**src/hw/ndi_pkg.sv**
```systemverilog
// Package for the dual-die NAND interleave host controller.
// Assumes a 100 MHz system clock and an 8-bit multiplexed NAND bus.
package ndi_pkg;
  // Register offsets of the controller's own register file
  localparam logic [3:0] REG_CTRL = 4'h0;
  localparam logic [3:0] REG_ADDR_LO = 4'h1;
  localparam logic [3:0] REG_ADDR_HI = 4'h2;
  localparam logic [3:0] REG_DATA = 4'h3;
  localparam logic [3:0] REG_STAT = 4'h4;
  localparam logic [3:0] REG_IRQ_STAT = 4'h5;
  localparam logic [3:0] REG_IRQ_MASK = 4'h6;
  localparam logic [3:0] REG_ID_LO = 4'h7;
  localparam logic [3:0] REG_ID_HI = 4'h8;
  localparam logic [3:0] REG_COUNT = 4'h9;
  // Control register fields
  localparam int CTRL_OP_LSB = 0;
  localparam int CTRL_DIE_BIT = 4;
  localparam int CTRL_GO_BIT = 7;
  localparam logic [15:0] CTRL_RESET = 16'h0000;
  localparam logic [15:0] COUNT_RESET = 16'h0000;
  localparam logic [7:0] MASK_RESET = 8'h00;
  // Operation codes written to the control register
  localparam logic [2:0] OP_PROG = 3'h1;
  localparam logic [2:0] OP_ERASE = 3'h2;
  localparam logic [2:0] OP_ERASE2 = 3'h3;
  localparam logic [2:0] OP_READID = 3'h4;
  localparam logic [2:0] OP_POLL = 3'h5;
  localparam logic [2:0] OP_RDIN = 3'h6;
  localparam logic [2:0] OP_RESET = 3'h7;
  // Flash commands
  localparam logic [7:0] CMD_SERIAL_IN = 8'h80;
  localparam logic [7:0] CMD_PROG_CONFIRM = 8'h10;
  localparam logic [7:0] CMD_RAND_IN = 8'h85;
  localparam logic [7:0] CMD_ERASE_SETUP = 8'h60;
  localparam logic [7:0] CMD_ERASE_CONFIRM = 8'hd0;
  localparam logic [7:0] CMD_READ_ID = 8'h90;
  localparam logic [7:0] CMD_DIE1_STATUS = 8'hf1;
  localparam logic [7:0] CMD_DIE2_STATUS = 8'hf2;
  localparam logic [7:0] CMD_RESET = 8'hff;
  localparam logic [7:0] ID_ADDR = 8'h00;
  // Status byte decode: bit 7 always set, bit 6 is the ready bit
  localparam int STS_FIXED_BIT = 7;
  localparam int STS_READY_BIT = 6;
  // Page buffer and address layout
  localparam int PAGE_BYTES = 2112;
  localparam int COL_BITS = 12;
  localparam int ROW_BITS = 19;
  localparam int ID_BYTES = 5;
  localparam int ADDR_CYCLES = 5;
  // Bus strobe timing: each half of a strobe cycle
  localparam int T_HALF_NS = 30;
  localparam int CLK_NS = 10;
  localparam int HALF_CYC = (T_HALF_NS + CLK_NS - 1) / CLK_NS;
  // Interrupt status bits
  localparam int IRQ_DONE = 0;
  localparam int IRQ_D1_RDY = 1;
  localparam int IRQ_D2_RDY = 2;
  localparam int IRQ_REFUSED = 3;

  typedef enum logic [3:0] {
    ST_IDLE = 4'b0000,
    ST_CMD1 = 4'b0001,
    ST_ADDR = 4'b0010,
    ST_DATA = 4'b0011,
    ST_CMD2 = 4'b0100,
    ST_IDRD = 4'b0101,
    ST_POLLC = 4'b0110,
    ST_POLLR = 4'b0111,
    ST_DONE = 4'b1000
  } ndi_state_t;
endpackage : ndi_pkg

```
**src/hw/ndi_host.sv**
```systemverilog
// Host controller driving a dual-die NAND package over its multiplexed bus.
// Assumes pin inputs synchronous to i_mclk; software on a plain strobe port.
//
// The strobed register port and the register offsets were left to the implementer.
`timescale 1ns/10ps
module ndi_host (
  input wire logic i_mclk,
  input wire logic i_rstn,
  input wire logic [3:0] i_addr,
  input wire logic [15:0] i_wdata,
  input wire logic i_wr,
  input wire logic i_rd,
  output logic [15:0] o_rdata,
  output logic o_irq,
  output logic o_ce_n,
  output logic o_cle,
  output logic o_ale,
  output logic o_we_n,
  output logic o_re_n,
  output logic [7:0] o_io,
  output logic o_io_oe,
  input wire logic [7:0] i_io,
  input wire logic i_rb_n
);
  import ndi_pkg::*;

  function automatic logic [7:0] addr_byte(input logic [2:0] idx, input logic [30:0] a);
    case (idx)
      3'h0: addr_byte = a[7:0];
      3'h1: addr_byte = {4'h0, a[11:8]};
      3'h2: addr_byte = a[19:12];
      3'h3: addr_byte = a[27:20];
      default: addr_byte = {5'h00, a[30:28]};
    endcase
  endfunction : addr_byte

  ndi_state_t state_q;
  logic [15:0] ctrl_q;
  logic [30:0] addr_q;
  logic [7:0] data_q;
  logic data_vld_q;
  logic [7:0] irq_stat_q;
  logic [7:0] irq_mask_q;
  logic [39:0] id_q;
  logic [15:0] count_q;
  logic [15:0] xfer_q;
  logic [2:0] idx_q;
  logic [3:0] tcnt_q;
  logic phase_q;
  logic [1:0] busy_q;
  logic [1:0] rdy_seen_q;
  logic poll_die_q;
  logic erase_pass_q;
  logic rdin_q;
  logic [7:0] cmd2_q;
  logic [7:0] status_q;
  logic [1:0] cmd_done_sel;
  logic step;
  logic op_start;
  logic op_refuse;
  logic [2:0] op_code;
  logic op_die;
  logic die_sts_ready;
  logic irq_done_ev;
  logic refuse_ev;

  assign op_code = i_wdata[CTRL_OP_LSB +: 3];
  assign op_die = i_wdata[CTRL_DIE_BIT];
  assign op_start = i_wr && i_addr == REG_CTRL && i_wdata[CTRL_GO_BIT] && state_q == ST_IDLE;
  // Program or erase to a die still marked busy is refused until it polls ready or a reset operation runs
  assign op_refuse = op_start && (op_code == OP_PROG || op_code == OP_ERASE ||
                     op_code == OP_ERASE2) && busy_q[op_die];
  assign refuse_ev = op_refuse || (i_wr && i_addr == REG_CTRL && i_wdata[CTRL_GO_BIT] &&
                     state_q != ST_IDLE);
  // Strobe half-period divider
  assign step = tcnt_q == 4'(HALF_CYC - 1);
  // Only bits 7 and 6 are looked at; ready needs both bits set
  assign die_sts_ready = i_io[STS_FIXED_BIT] && i_io[STS_READY_BIT];
  assign irq_done_ev = state_q == ST_DONE;
  assign cmd_done_sel = 2'(poll_die_q) + 2'h1;

  // Strobe timing counter, held while a load byte is awaited so strobe halves stay whole
  always_ff @(posedge i_mclk) begin
    if (!i_rstn || state_q == ST_IDLE || step ||
        (state_q == ST_DATA && !phase_q && !data_vld_q)) begin
      tcnt_q <= 4'h0;
    end else begin
      tcnt_q <= tcnt_q + 4'h1;
    end
  end

  // Software registers
  always_ff @(posedge i_mclk) begin
    if (!i_rstn) begin
      ctrl_q <= CTRL_RESET;
      addr_q <= '0;
      irq_mask_q <= MASK_RESET;
    end else if (i_wr) begin
      case (i_addr)
        REG_CTRL: ctrl_q <= op_start && !op_refuse ? i_wdata : ctrl_q;
        REG_ADDR_LO: addr_q[15:0] <= i_wdata;
        REG_ADDR_HI: addr_q[30:16] <= i_wdata[14:0];
        REG_IRQ_MASK: irq_mask_q <= i_wdata[7:0];
        default: ;
      endcase
    end
  end

  // Write data holding byte for page loads
  always_ff @(posedge i_mclk) begin
    if (!i_rstn) begin
      data_q <= 8'h00;
      data_vld_q <= 1'b0;
    end else if (i_wr && i_addr == REG_DATA) begin
      data_q <= i_wdata[7:0];
      data_vld_q <= 1'b1;
    end else if (state_q == ST_DATA && phase_q && step) begin
      data_vld_q <= 1'b0;
    end
  end

  // Sequencer
  always_ff @(posedge i_mclk) begin
    if (!i_rstn) begin
      state_q <= ST_IDLE;
      idx_q <= 3'h0;
      phase_q <= 1'b0;
      xfer_q <= 16'h0000;
      erase_pass_q <= 1'b0;
      poll_die_q <= 1'b0;
      rdin_q <= 1'b0;
      cmd2_q <= 8'h00;
      id_q <= '0;
      status_q <= 8'h00;
    end else begin
      case (state_q)
        ST_IDLE: begin
          phase_q <= 1'b0;
          idx_q <= 3'h0;
          xfer_q <= 16'h0000;
          erase_pass_q <= 1'b0;
          if (op_start && !op_refuse) begin
            poll_die_q <= op_die;
            rdin_q <= op_code == OP_RDIN;
            case (op_code)
              OP_PROG: cmd2_q <= CMD_SERIAL_IN;
              OP_RDIN: cmd2_q <= CMD_RAND_IN;
              OP_ERASE, OP_ERASE2: cmd2_q <= CMD_ERASE_SETUP;
              OP_READID: cmd2_q <= CMD_READ_ID;
              OP_POLL: cmd2_q <= op_die ? CMD_DIE2_STATUS : CMD_DIE1_STATUS;
              default: cmd2_q <= CMD_RESET;
            endcase
            state_q <= ST_CMD1;
          end
        end
        ST_CMD1: if (step) begin
          phase_q <= !phase_q;
          if (phase_q) begin
            case (ctrl_q[CTRL_OP_LSB +: 3])
              OP_POLL: state_q <= ST_POLLR;
              OP_RESET: state_q <= ST_DONE;
              OP_READID: begin
                idx_q <= 3'h4;
                state_q <= ST_ADDR;
              end
              OP_ERASE, OP_ERASE2: begin
                idx_q <= 3'h2;
                state_q <= ST_ADDR;
              end
              default: state_q <= ST_ADDR;
            endcase
          end
        end
        ST_ADDR: if (step) begin
          phase_q <= !phase_q;
          if (phase_q) begin
            idx_q <= idx_q + 3'h1;
            if (idx_q == 3'(ADDR_CYCLES - 1)) begin
              idx_q <= 3'h0;
              case (ctrl_q[CTRL_OP_LSB +: 3])
                OP_READID: state_q <= ST_IDRD;
                OP_ERASE2: begin
                  // Second block address follows a new setup before confirm
                  if (!erase_pass_q) begin
                    erase_pass_q <= 1'b1;
                    state_q <= ST_CMD1;
                  end else begin
                    state_q <= ST_CMD2;
                  end
                end
                OP_ERASE: state_q <= ST_CMD2;
                default: state_q <= ST_DATA;
              endcase
            end
          end
        end
        ST_DATA: if (step && (phase_q || data_vld_q)) begin
          phase_q <= !phase_q;
          if (phase_q) begin
            xfer_q <= xfer_q + 16'h1;
            if (xfer_q + 16'h1 >= count_q || xfer_q == 16'(PAGE_BYTES - 1)) begin
              state_q <= rdin_q ? ST_DONE : ST_CMD2;
            end
          end
        end
        ST_CMD2: if (step) begin
          phase_q <= !phase_q;
          if (phase_q) begin
            state_q <= ST_DONE;
          end
        end
        ST_IDRD: if (step) begin
          phase_q <= !phase_q;
          // Sample at the end of the low half, while the device still drives
          if (!phase_q) begin
            id_q <= {id_q[31:0], i_io};
          end else begin
            idx_q <= idx_q + 3'h1;
            if (idx_q == 3'(ID_BYTES - 1)) begin
              state_q <= ST_DONE;
            end
          end
        end
        ST_POLLR: if (step) begin
          phase_q <= !phase_q;
          if (!phase_q) begin
            status_q <= i_io;
          end else begin
            state_q <= ST_DONE;
          end
        end
        ST_DONE: state_q <= ST_IDLE;
        default: state_q <= ST_IDLE;
      endcase
      if (state_q == ST_ADDR && erase_pass_q && ctrl_q[CTRL_OP_LSB +: 3] == OP_ERASE2 &&
          idx_q == 3'h2 && !phase_q && tcnt_q == 4'h0) begin
        xfer_q <= 16'h0000;
      end
    end
  end

  // Per-die busy tracking: set on confirm, cleared by a ready poll or by a reset operation
  always_ff @(posedge i_mclk) begin
    if (!i_rstn) begin
      busy_q <= 2'b00;
      rdy_seen_q <= 2'b00;
    end else begin
      rdy_seen_q <= 2'b00;
      if (state_q == ST_POLLR && step && !phase_q) begin
        busy_q[poll_die_q] <= !die_sts_ready;
        rdy_seen_q[poll_die_q] <= die_sts_ready;
      end
      if (state_q == ST_CMD2 && step && phase_q) begin
        busy_q[ctrl_q[CTRL_DIE_BIT]] <= 1'b1;
      end
      if (state_q == ST_DONE && ctrl_q[CTRL_OP_LSB +: 3] == OP_RESET) begin
        busy_q <= 2'b00;
      end
    end
  end

  // Page byte count
  always_ff @(posedge i_mclk) begin
    if (!i_rstn) begin
      count_q <= COUNT_RESET;
    end else if (i_wr && i_addr == REG_COUNT) begin
      count_q <= i_wdata;
    end
  end

  // Sticky interrupt status, cleared by reading it; an event wins over the clear
  always_ff @(posedge i_mclk) begin
    if (!i_rstn) begin
      irq_stat_q <= 8'h00;
    end else begin
      irq_stat_q <= ((i_rd && i_addr == REG_IRQ_STAT) ? 8'h00 : irq_stat_q) |
                    {4'h0, refuse_ev, rdy_seen_q, irq_done_ev};
    end
  end

  // Read data, one cycle after the strobe
  always_ff @(posedge i_mclk) begin
    if (!i_rstn) begin
      o_rdata <= 16'h0000;
    end else if (i_rd) begin
      case (i_addr)
        REG_CTRL: o_rdata <= ctrl_q;
        REG_ADDR_LO: o_rdata <= addr_q[15:0];
        REG_ADDR_HI: o_rdata <= {1'b0, addr_q[30:16]};
        REG_DATA: o_rdata <= {8'h00, data_q};
        REG_STAT: o_rdata <= {3'h0, state_q == ST_IDLE, state_q, status_q[7:6], busy_q,
                              data_vld_q, i_rb_n, cmd_done_sel};
        REG_IRQ_STAT: o_rdata <= {8'h00, irq_stat_q};
        REG_IRQ_MASK: o_rdata <= {8'h00, irq_mask_q};
        REG_ID_LO: o_rdata <= id_q[15:0];
        REG_ID_HI: o_rdata <= id_q[31:16];
        REG_COUNT: o_rdata <= count_q;
        default: o_rdata <= 16'h0000;
      endcase
    end else begin
      o_rdata <= 16'h0000;
    end
  end

  // Flash pins
  always_ff @(posedge i_mclk) begin
    if (!i_rstn) begin
      o_ce_n <= 1'b1;
      o_cle <= 1'b0;
      o_ale <= 1'b0;
      o_we_n <= 1'b1;
      o_re_n <= 1'b1;
      o_io <= 8'h00;
      o_io_oe <= 1'b0;
    end else begin
      // Chip select drops while a load byte is awaited
      o_ce_n <= state_q == ST_IDLE || state_q == ST_DONE ||
                (state_q == ST_DATA && !data_vld_q && !phase_q);
      o_cle <= state_q == ST_CMD1 || state_q == ST_CMD2 || state_q == ST_POLLC;
      o_ale <= state_q == ST_ADDR;
      o_we_n <= !((state_q == ST_CMD1 || state_q == ST_CMD2 || state_q == ST_ADDR ||
                  (state_q == ST_DATA && data_vld_q)) && !phase_q);
      o_re_n <= !((state_q == ST_IDRD || state_q == ST_POLLR) && !phase_q);
      o_io_oe <= state_q == ST_CMD1 || state_q == ST_CMD2 || state_q == ST_ADDR ||
                 state_q == ST_DATA;
      case (state_q)
        ST_CMD1: o_io <= (erase_pass_q ? CMD_ERASE_SETUP : cmd2_q);
        ST_CMD2: o_io <= ctrl_q[CTRL_OP_LSB +: 3] == OP_PROG ? CMD_PROG_CONFIRM :
                         CMD_ERASE_CONFIRM;
        ST_ADDR: o_io <= ctrl_q[CTRL_OP_LSB +: 3] == OP_READID ? ID_ADDR :
                         addr_byte(idx_q, addr_q);
        ST_DATA: o_io <= data_q;
        default: o_io <= 8'h00;
      endcase
    end
  end

  assign o_irq = |(irq_stat_q & irq_mask_q);
endmodule : ndi_host

```
**config.mk**
```make
export PLATFORM = sky130hd
export DESIGN_NAME = ndi_host
export DESIGN_NICKNAME = d
export VERILOG_FILES = /design/src/hw/ndi_pkg.sv /design/src/hw/ndi_host.sv
export SDC_FILE = /design/constraint.sdc
export NUM_CORES = 1
export LEC_CHECK = 0
export BUFFER_PORTS_ARGS = -buffer_cell sky130_fd_sc_hd__buf_2
export CORE_MARGIN = 4
export CORE_UTILIZATION = 45
export CTS_CLUSTER_DIAMETER = 100
export DETAILED_ROUTE_END_ITERATION = 8
export GPL_TIMING_DRIVEN = 0
export PLACE_DENSITY = 0.72
export SYNTH_ARGS = -nofsm -noshare
export SYNTH_HDL_FRONTEND = slang
export SYNTH_SLANG_ARGS = --single-unit
```
**constraint.sdc**
```tcl
create_clock -name i_mclk -period 3.6 [get_ports i_mclk]
set_input_delay 0.54 -clock i_mclk [delete_from_list [all_inputs] [get_ports i_mclk]]
set_output_delay 0.54 -clock i_mclk [all_outputs]
set_load 0.01 [all_outputs]
```
# Word-level counts from Yosys, hierarchy flattened
# Index checks and enable logic that the tools add are counted.
[totals]
memories = 0
out_inout_bits = 31
rom_bits = 0
ff_bits = 201
latchBits = 0
ram_bits = 0
[classes]
bitwise = 6
magnitude_cmp = 6
shift = 0
n_mux = 60
multipliers = 0
n_reduce_logical = 87
n_div = 0
eq_ne = 52
n_addsub = 4
[ops]
columns = ["operator", "n"]
rows = [
  ["one-hot mux 16 bit (10 select lines)", 1],
  ["one-hot mux 8 bit (4 select lines)", 2],
  ["two-way mux 4 bit", 15],
  ["one-hot mux 8 bit (5 select lines)", 1],
  ["logical AND 1 bit", 33],
  ["equality test 4 x 3 -> 1 bit, second input constant", 8],
  ["two-way mux 16 bit", 2],
  ["two-way mux 8 bit", 4],
  ["one-hot mux 16 bit (2 select lines)", 1],
  ["two-way mux 3 bit", 8],
  ["inequality test 2 bit, second input constant", 12],
  ["one-hot mux 4 bit (6 select lines)", 1],
  ["equality test 3 bit, second input constant", 7],
  ["equality test 4 x 2 -> 1 bit, second input constant", 5],
  ["equality test 3 x 2 -> 1 bit, second input constant", 6],
  ["adder 16 x 1 -> 16 bit, second input constant", 1],
  ["equality test 16 x 12 -> 1 bit, second input constant", 1],
  ["greater-or-equal comparator 16 bit", 1],
  ["logical OR 1 bit", 16],
  ["AND reduction 3 bit", 5],
  ["AND reduction 14 bit", 1],
  ["equality test 4 bit, second input constant", 3],
  ["logical NOT 4 bit", 3],
  ["two-way mux 1 bit", 12],
  ["34 further kinds", 66],
]

# Logic depth before layout (Yosys ltp)
[logic_depth]
ltp_word = 10
mapped_depth = 11
mapped_depth_nobuf = 11

# Least setup slack after synthesis
# Ideal clock, no wire load.
[synth_timing]
path_kind = "flip-flop to flip-flop"
startpoint = "register xfer_q[0]"
endpoint = "register state_q[2]"
slack_ns = 0.946
synth_period_minus_slack_ns = 2.654
setup_ns = 0.072
path_buffers = 0
path_stages_with_launch = 12
arrival_time_ns = 2.582
cell_sequence = "dfxtp_1 ha_1 nand2_1 nor3_2 nand3_1 xnor2_1 ha_1 and4_1 nand3_1 a211oi_1 o31a_1 mux2i_1"
[synth_via]
elab_chain_cells = 5
[synth_rtl]
columns = ["element", "line_no", "source"]
rows = [
  ["start, declared", "ndi_host.sv:46", "logic [15:0] xfer_q;"],
  ["start signal, assigned", "ndi_host.sv:200", "xfer_q <= xfer_q + 16'h1;"],
  ["adder 16 x 1 -> 16 bit", "ndi_host.sv:201", "if (xfer_q + 16'h1 >= count_q || xfer_q == 16'(PAGE_BYTES - 1)) begin"],
  ["greater-or-equal comparator 16 bit", "ndi_host.sv:201", ""],
  ["logical OR 1 bit (*)", "ndi_host.sv:201", ""],
  ["inequality test 2 bit (no source line) (*)", "n/a", ""],
  ["AND reduction 14 bit (no source line) (*)", "n/a", ""],
  ["end signal, assigned", "ndi_host.sv:202", "state_q <= rdin_q ? ST_DONE : ST_CMD2;"],
  ["end, declared", "ndi_host.sv:37", "ndi_state_t state_q;"],
]
# Mark *: on every way between the ends. The rest lies on a longest branch, timed or not.
# A chain may end at the register's enable or synchronous reset.

# Worst setup path in the final report
[layout_timing]
startpoint = "register xfer_q[0]"
endpoint = "register state_q[1]"
# Same word-level chain as after synthesis.

==> summary.md <==
| Metric | Value |
|---|---|
| Busiest grt layer | `met2` |
| CTS buffer count | `17` |
| CP endpoint kind | `flip-flop` |
| Global Route Usage Sum | `28.7%` |
| # DRC | `0` |
| Die width | `151 um` |
| Syn_nets | `1188` |
| # placed instances | `1457` |
| Net Sw Power | `0.00130 W` |
| CP max FO | `7` |
| Commonest non-fill, non-tap cells in the layout | `240 x nand2_1, 190 x dfxtp_1, 147 x a21oi_1, 91 x buf_2, 53 x nor2_1` |
| Fin Clk Skew | `0.0140 ns` |
| Area grow syn2layout | `13.6%` |
| Clock network power share | `42.6%` |
| Synth cell types | `74` |
| Root buffer cell | `clkbuf_16` |
| Clk_lat worst skew | `0.46 ns` |
| Arr. time, crit path | `3.67 ns` |
| Layout Nets | `1269` |
| Leakage power figure | `3.60 nW` |
| Largest net degree at the start of global routing | `21` |
| FF+latch count, synth | `190` |
| Routed Antenna Nets | `0` |
| Vias in the first global route | `8472` |
| Initial DRC count | `1455` |
| Worst Tran Pin Value | `1.32 ns` |
| Number of synthesized flops with an enable pin | `0` |
| Logic pwr share | `9.6%` |
| I/O Buffers | `62` |
| Slew margin rel. | `11.4%` |
| WL per Instance | `21.6 um` |
| Total number of vias | `9206` |
| Met2 usage | `44.6%` |
| Crit share post-route | `91.3%` |
| Share of layout cells above drive strength 1 | `12.4%` |
| CTS H-tree lvls | `4` |
| Clock slew at reported path FFs | `0.08 ns` |
| Die Y | `151 um` |
| Core area | `19700 um2` |
| First-pass GRT wire length | `49300 um` |
| Dpl ws | `0.317 ns` |
| Finish-stage setup viols | `0` |
| Max clock buf depth | `2` |
| RSZ-0062 raised after global routing | `false` |
| GPL Wtd Cong | `1.03` |
| Final WL | `32200 um` |
| Std cell rows | `51` |
| CP startpoint kind | `flip-flop` |
| Sequential share of power | `47.9%` |
| Clock sinks | `190` |
| Via density | `6.18` |
| Power Density | `432 nW/um2` |
| Sequential share of the synthesized area | `41.6%` |
| CTS tree | `yes` |
| Final hold vios | `0` |
| I/O pins | `64` |
| Status | `complete, no violations` |
| Setup TNS | `0 ns` |
| Initial DRT Pass Iterations | `7` |
| Cell-internal power | `0.00319 W` |
| Max Fclk | `304 MHz` |
| WP data required | `3.99 ns` |
| Initial Util | `46.3%` |
| Synth Cell Area | `9140 um2` |
| Grt ovf | `0` |
| CTS Hold Buffers Added | `0` |
| WHS | `0.317 ns` |
| Post-DP HPWL | `24100 um` |
| Met3 Use GR | `7.19%` |
| Layout fillers | `1895` |
| Synth Warn # | `0` |
| N_diodes | `0` |
| Worst IR drop on VDD | `0.313 mV` |
| Switching share of power | `28.9%` |
| Initial antenna violation count | `0` |
| Final worst slack | `0.312 ns` |
| HP Class | `in2reg` |
| Non-Filler Instances | `1489` |
| Number of max-cap violations | `0` |
| Crit path time final | `3.29 ns` |
| Post-Syn Area per Cell | `8.09 um2` |
| Post-Synthesis Cells | `1130` |
| Synth Flop Type | `dfxtp_1` |
| Met1 usage | `38.2%` |
| Max Slew Vio Count | `0` |
| R2R setup slack | `0.31 ns` |
| Die area | `22700 um2` |
| Most common cell after layout, fill and taps aside | `nand2_1` |
| Async SR Flop Fraction | `0%` |
| Critical path type | `reg2reg` |
area by class of cell:
class	count	area (um2)	area share (%)
clock buffer	17	425	4.10
buffer	83	375	3.61
multi-input combinational	827	4850	46.7
timing repair buffer	62	310	2.99
sequential	190	3800	36.6
clock inverter	15	173	1.66
inverter	30	113	1.08
tap	265	332	3.19
kinds of logic (layout without fill, tap and decap cells):
kind of cell,Yosys count,in the layout,synth area share (%)
adder cells (fa/ha/maj),25,25,3.42
flip-flops,190,190,41.6
multiplexers,19,19,2.12
XOR/XNOR,18,18,1.73
AND/OR/NAND/NOR,456,456,24.0
AO/OA/AOI/OAI,309,309,21.8
buffers and inverters,113,207,5.34
critical path, cell delays in order, from the launching register on:
cell and delay [ns]:
dfxtp_1 0.45, ha_1 0.29, nand2_1 0.17, nor3_4 0.30, nand3_1 0.16, xnor2_1 0.25, ha_1 0.27, and4_1 0.22
a22oi_1 0.24, o211ai_1 0.19, o31ai_2 0.43, mux2i_1 0.24
path summary, 6_finish.rpt:
path                            start  depth (start not counted)                       end
min                           i_io[3]                          3      id_q[3]$_SDFFE_PN0P_
min reg2reg  rdy_seen_q[0]$_SDFF_PN0_                          2  irq_stat_q[1]$_SDFF_PN0_
max            xfer_q[0]$_SDFFE_PP0P_                         11   state_q[1]$_SDFFE_PN0P_
max reg2reg    xfer_q[0]$_SDFFE_PP0P_                         11   state_q[1]$_SDFFE_PN0P_
Yosys cell counts (all sizes together) (4+ instances only):
| library cell | n | area (um2) |
|---|---|---|
| dfxtp | 190 | 3800 |
| o211ai | 7 | 52.6 |
| a22oi | 24 | 180 |
| nand2b | 9 | 56.3 |
| a221oi | 11 | 96.3 |
| xor2 | 7 | 61.3 |
| a21oi | 147 | 736 |
| nor4 | 7 | 58.8 |
| ha | 25 | 313 |
| nor3b | 5 | 47.5 |
| a22o | 5 | 43.8 |
| a211oi | 6 | 45.0 |
| nor2 | 55 | 211 |
| a222oi | 26 | 260 |
| mux2i | 16 | 160 |
| buf | 37 | 201 |
| a311oi | 7 | 61.3 |
| a31oi | 19 | 119 |
| nand2 | 240 | 901 |
| or3b | 4 | 35.0 |
| nand3 | 48 | 245 |
| clkbuf | 46 | 174 |
| or3 | 9 | 56.3 |
| or2 | 4 | 25.0 |
| nor4b | 5 | 68.8 |
| inv | 29 | 109 |
| and2 | 6 | 37.5 |
| nand3b | 5 | 37.5 |
| and3 | 7 | 43.8 |
| xnor2 | 11 | 96.3 |
| o21ai | 28 | 140 |
| nor3 | 19 | 105 |
| nor2b | 17 | 106 |
sequential cells by signal, indices dropped and copies added, names as in the netlist, 4 cells and up:
signal / cells
data_q: 8
ctrl_q: 16
cmd2_q: 7
tcnt_q: 4
xfer_q: 16
irq_stat_q: 4
addr_q: 31
o_rdata: 16
id_q: 32
state_q: 4
count_q: 16
o_io: 8
irq_mask_q: 8
power groups by stage:
stage	logic (W)	registers, W	clock network [W]
3_3_place_gp	0.000413	0.00220	0
6_report	0.000429	0.00215	0.00191
4_1_cts	0.000417	0.00215	0.00191
2_1_floorplan	0.000258	0.00219	0
3_5_place_dp	0.000414	0.00220	0
5_1_grt	0.000455	0.00215	0.00200
metrics by stage:
stage,area [um2],util (%),total power (W)
after global placement,9780,49.6,0.00261
after global routing,10400,52.7,0.00461
final,10400,52.7,0.00449
after detailed placement,9780,49.6,0.00261
after floorplan,9140,-,0.00245
after CTS,10400,52.6,0.00447
repair_timing:
item	4_1_cts	5_1_grt
setup buffers	0	0
resized for setup	0	1
endpoints found under the setup margin	0	1
hold endpoints to repair	0	0
metal layers:
layer	vias to the layer above	wire, um
li1	4211	-
met1	4333	13000
met2	570	14300
met3	92	3520
met4	0	1360
met5	-	0
Power figures use the tool's default switching activity.
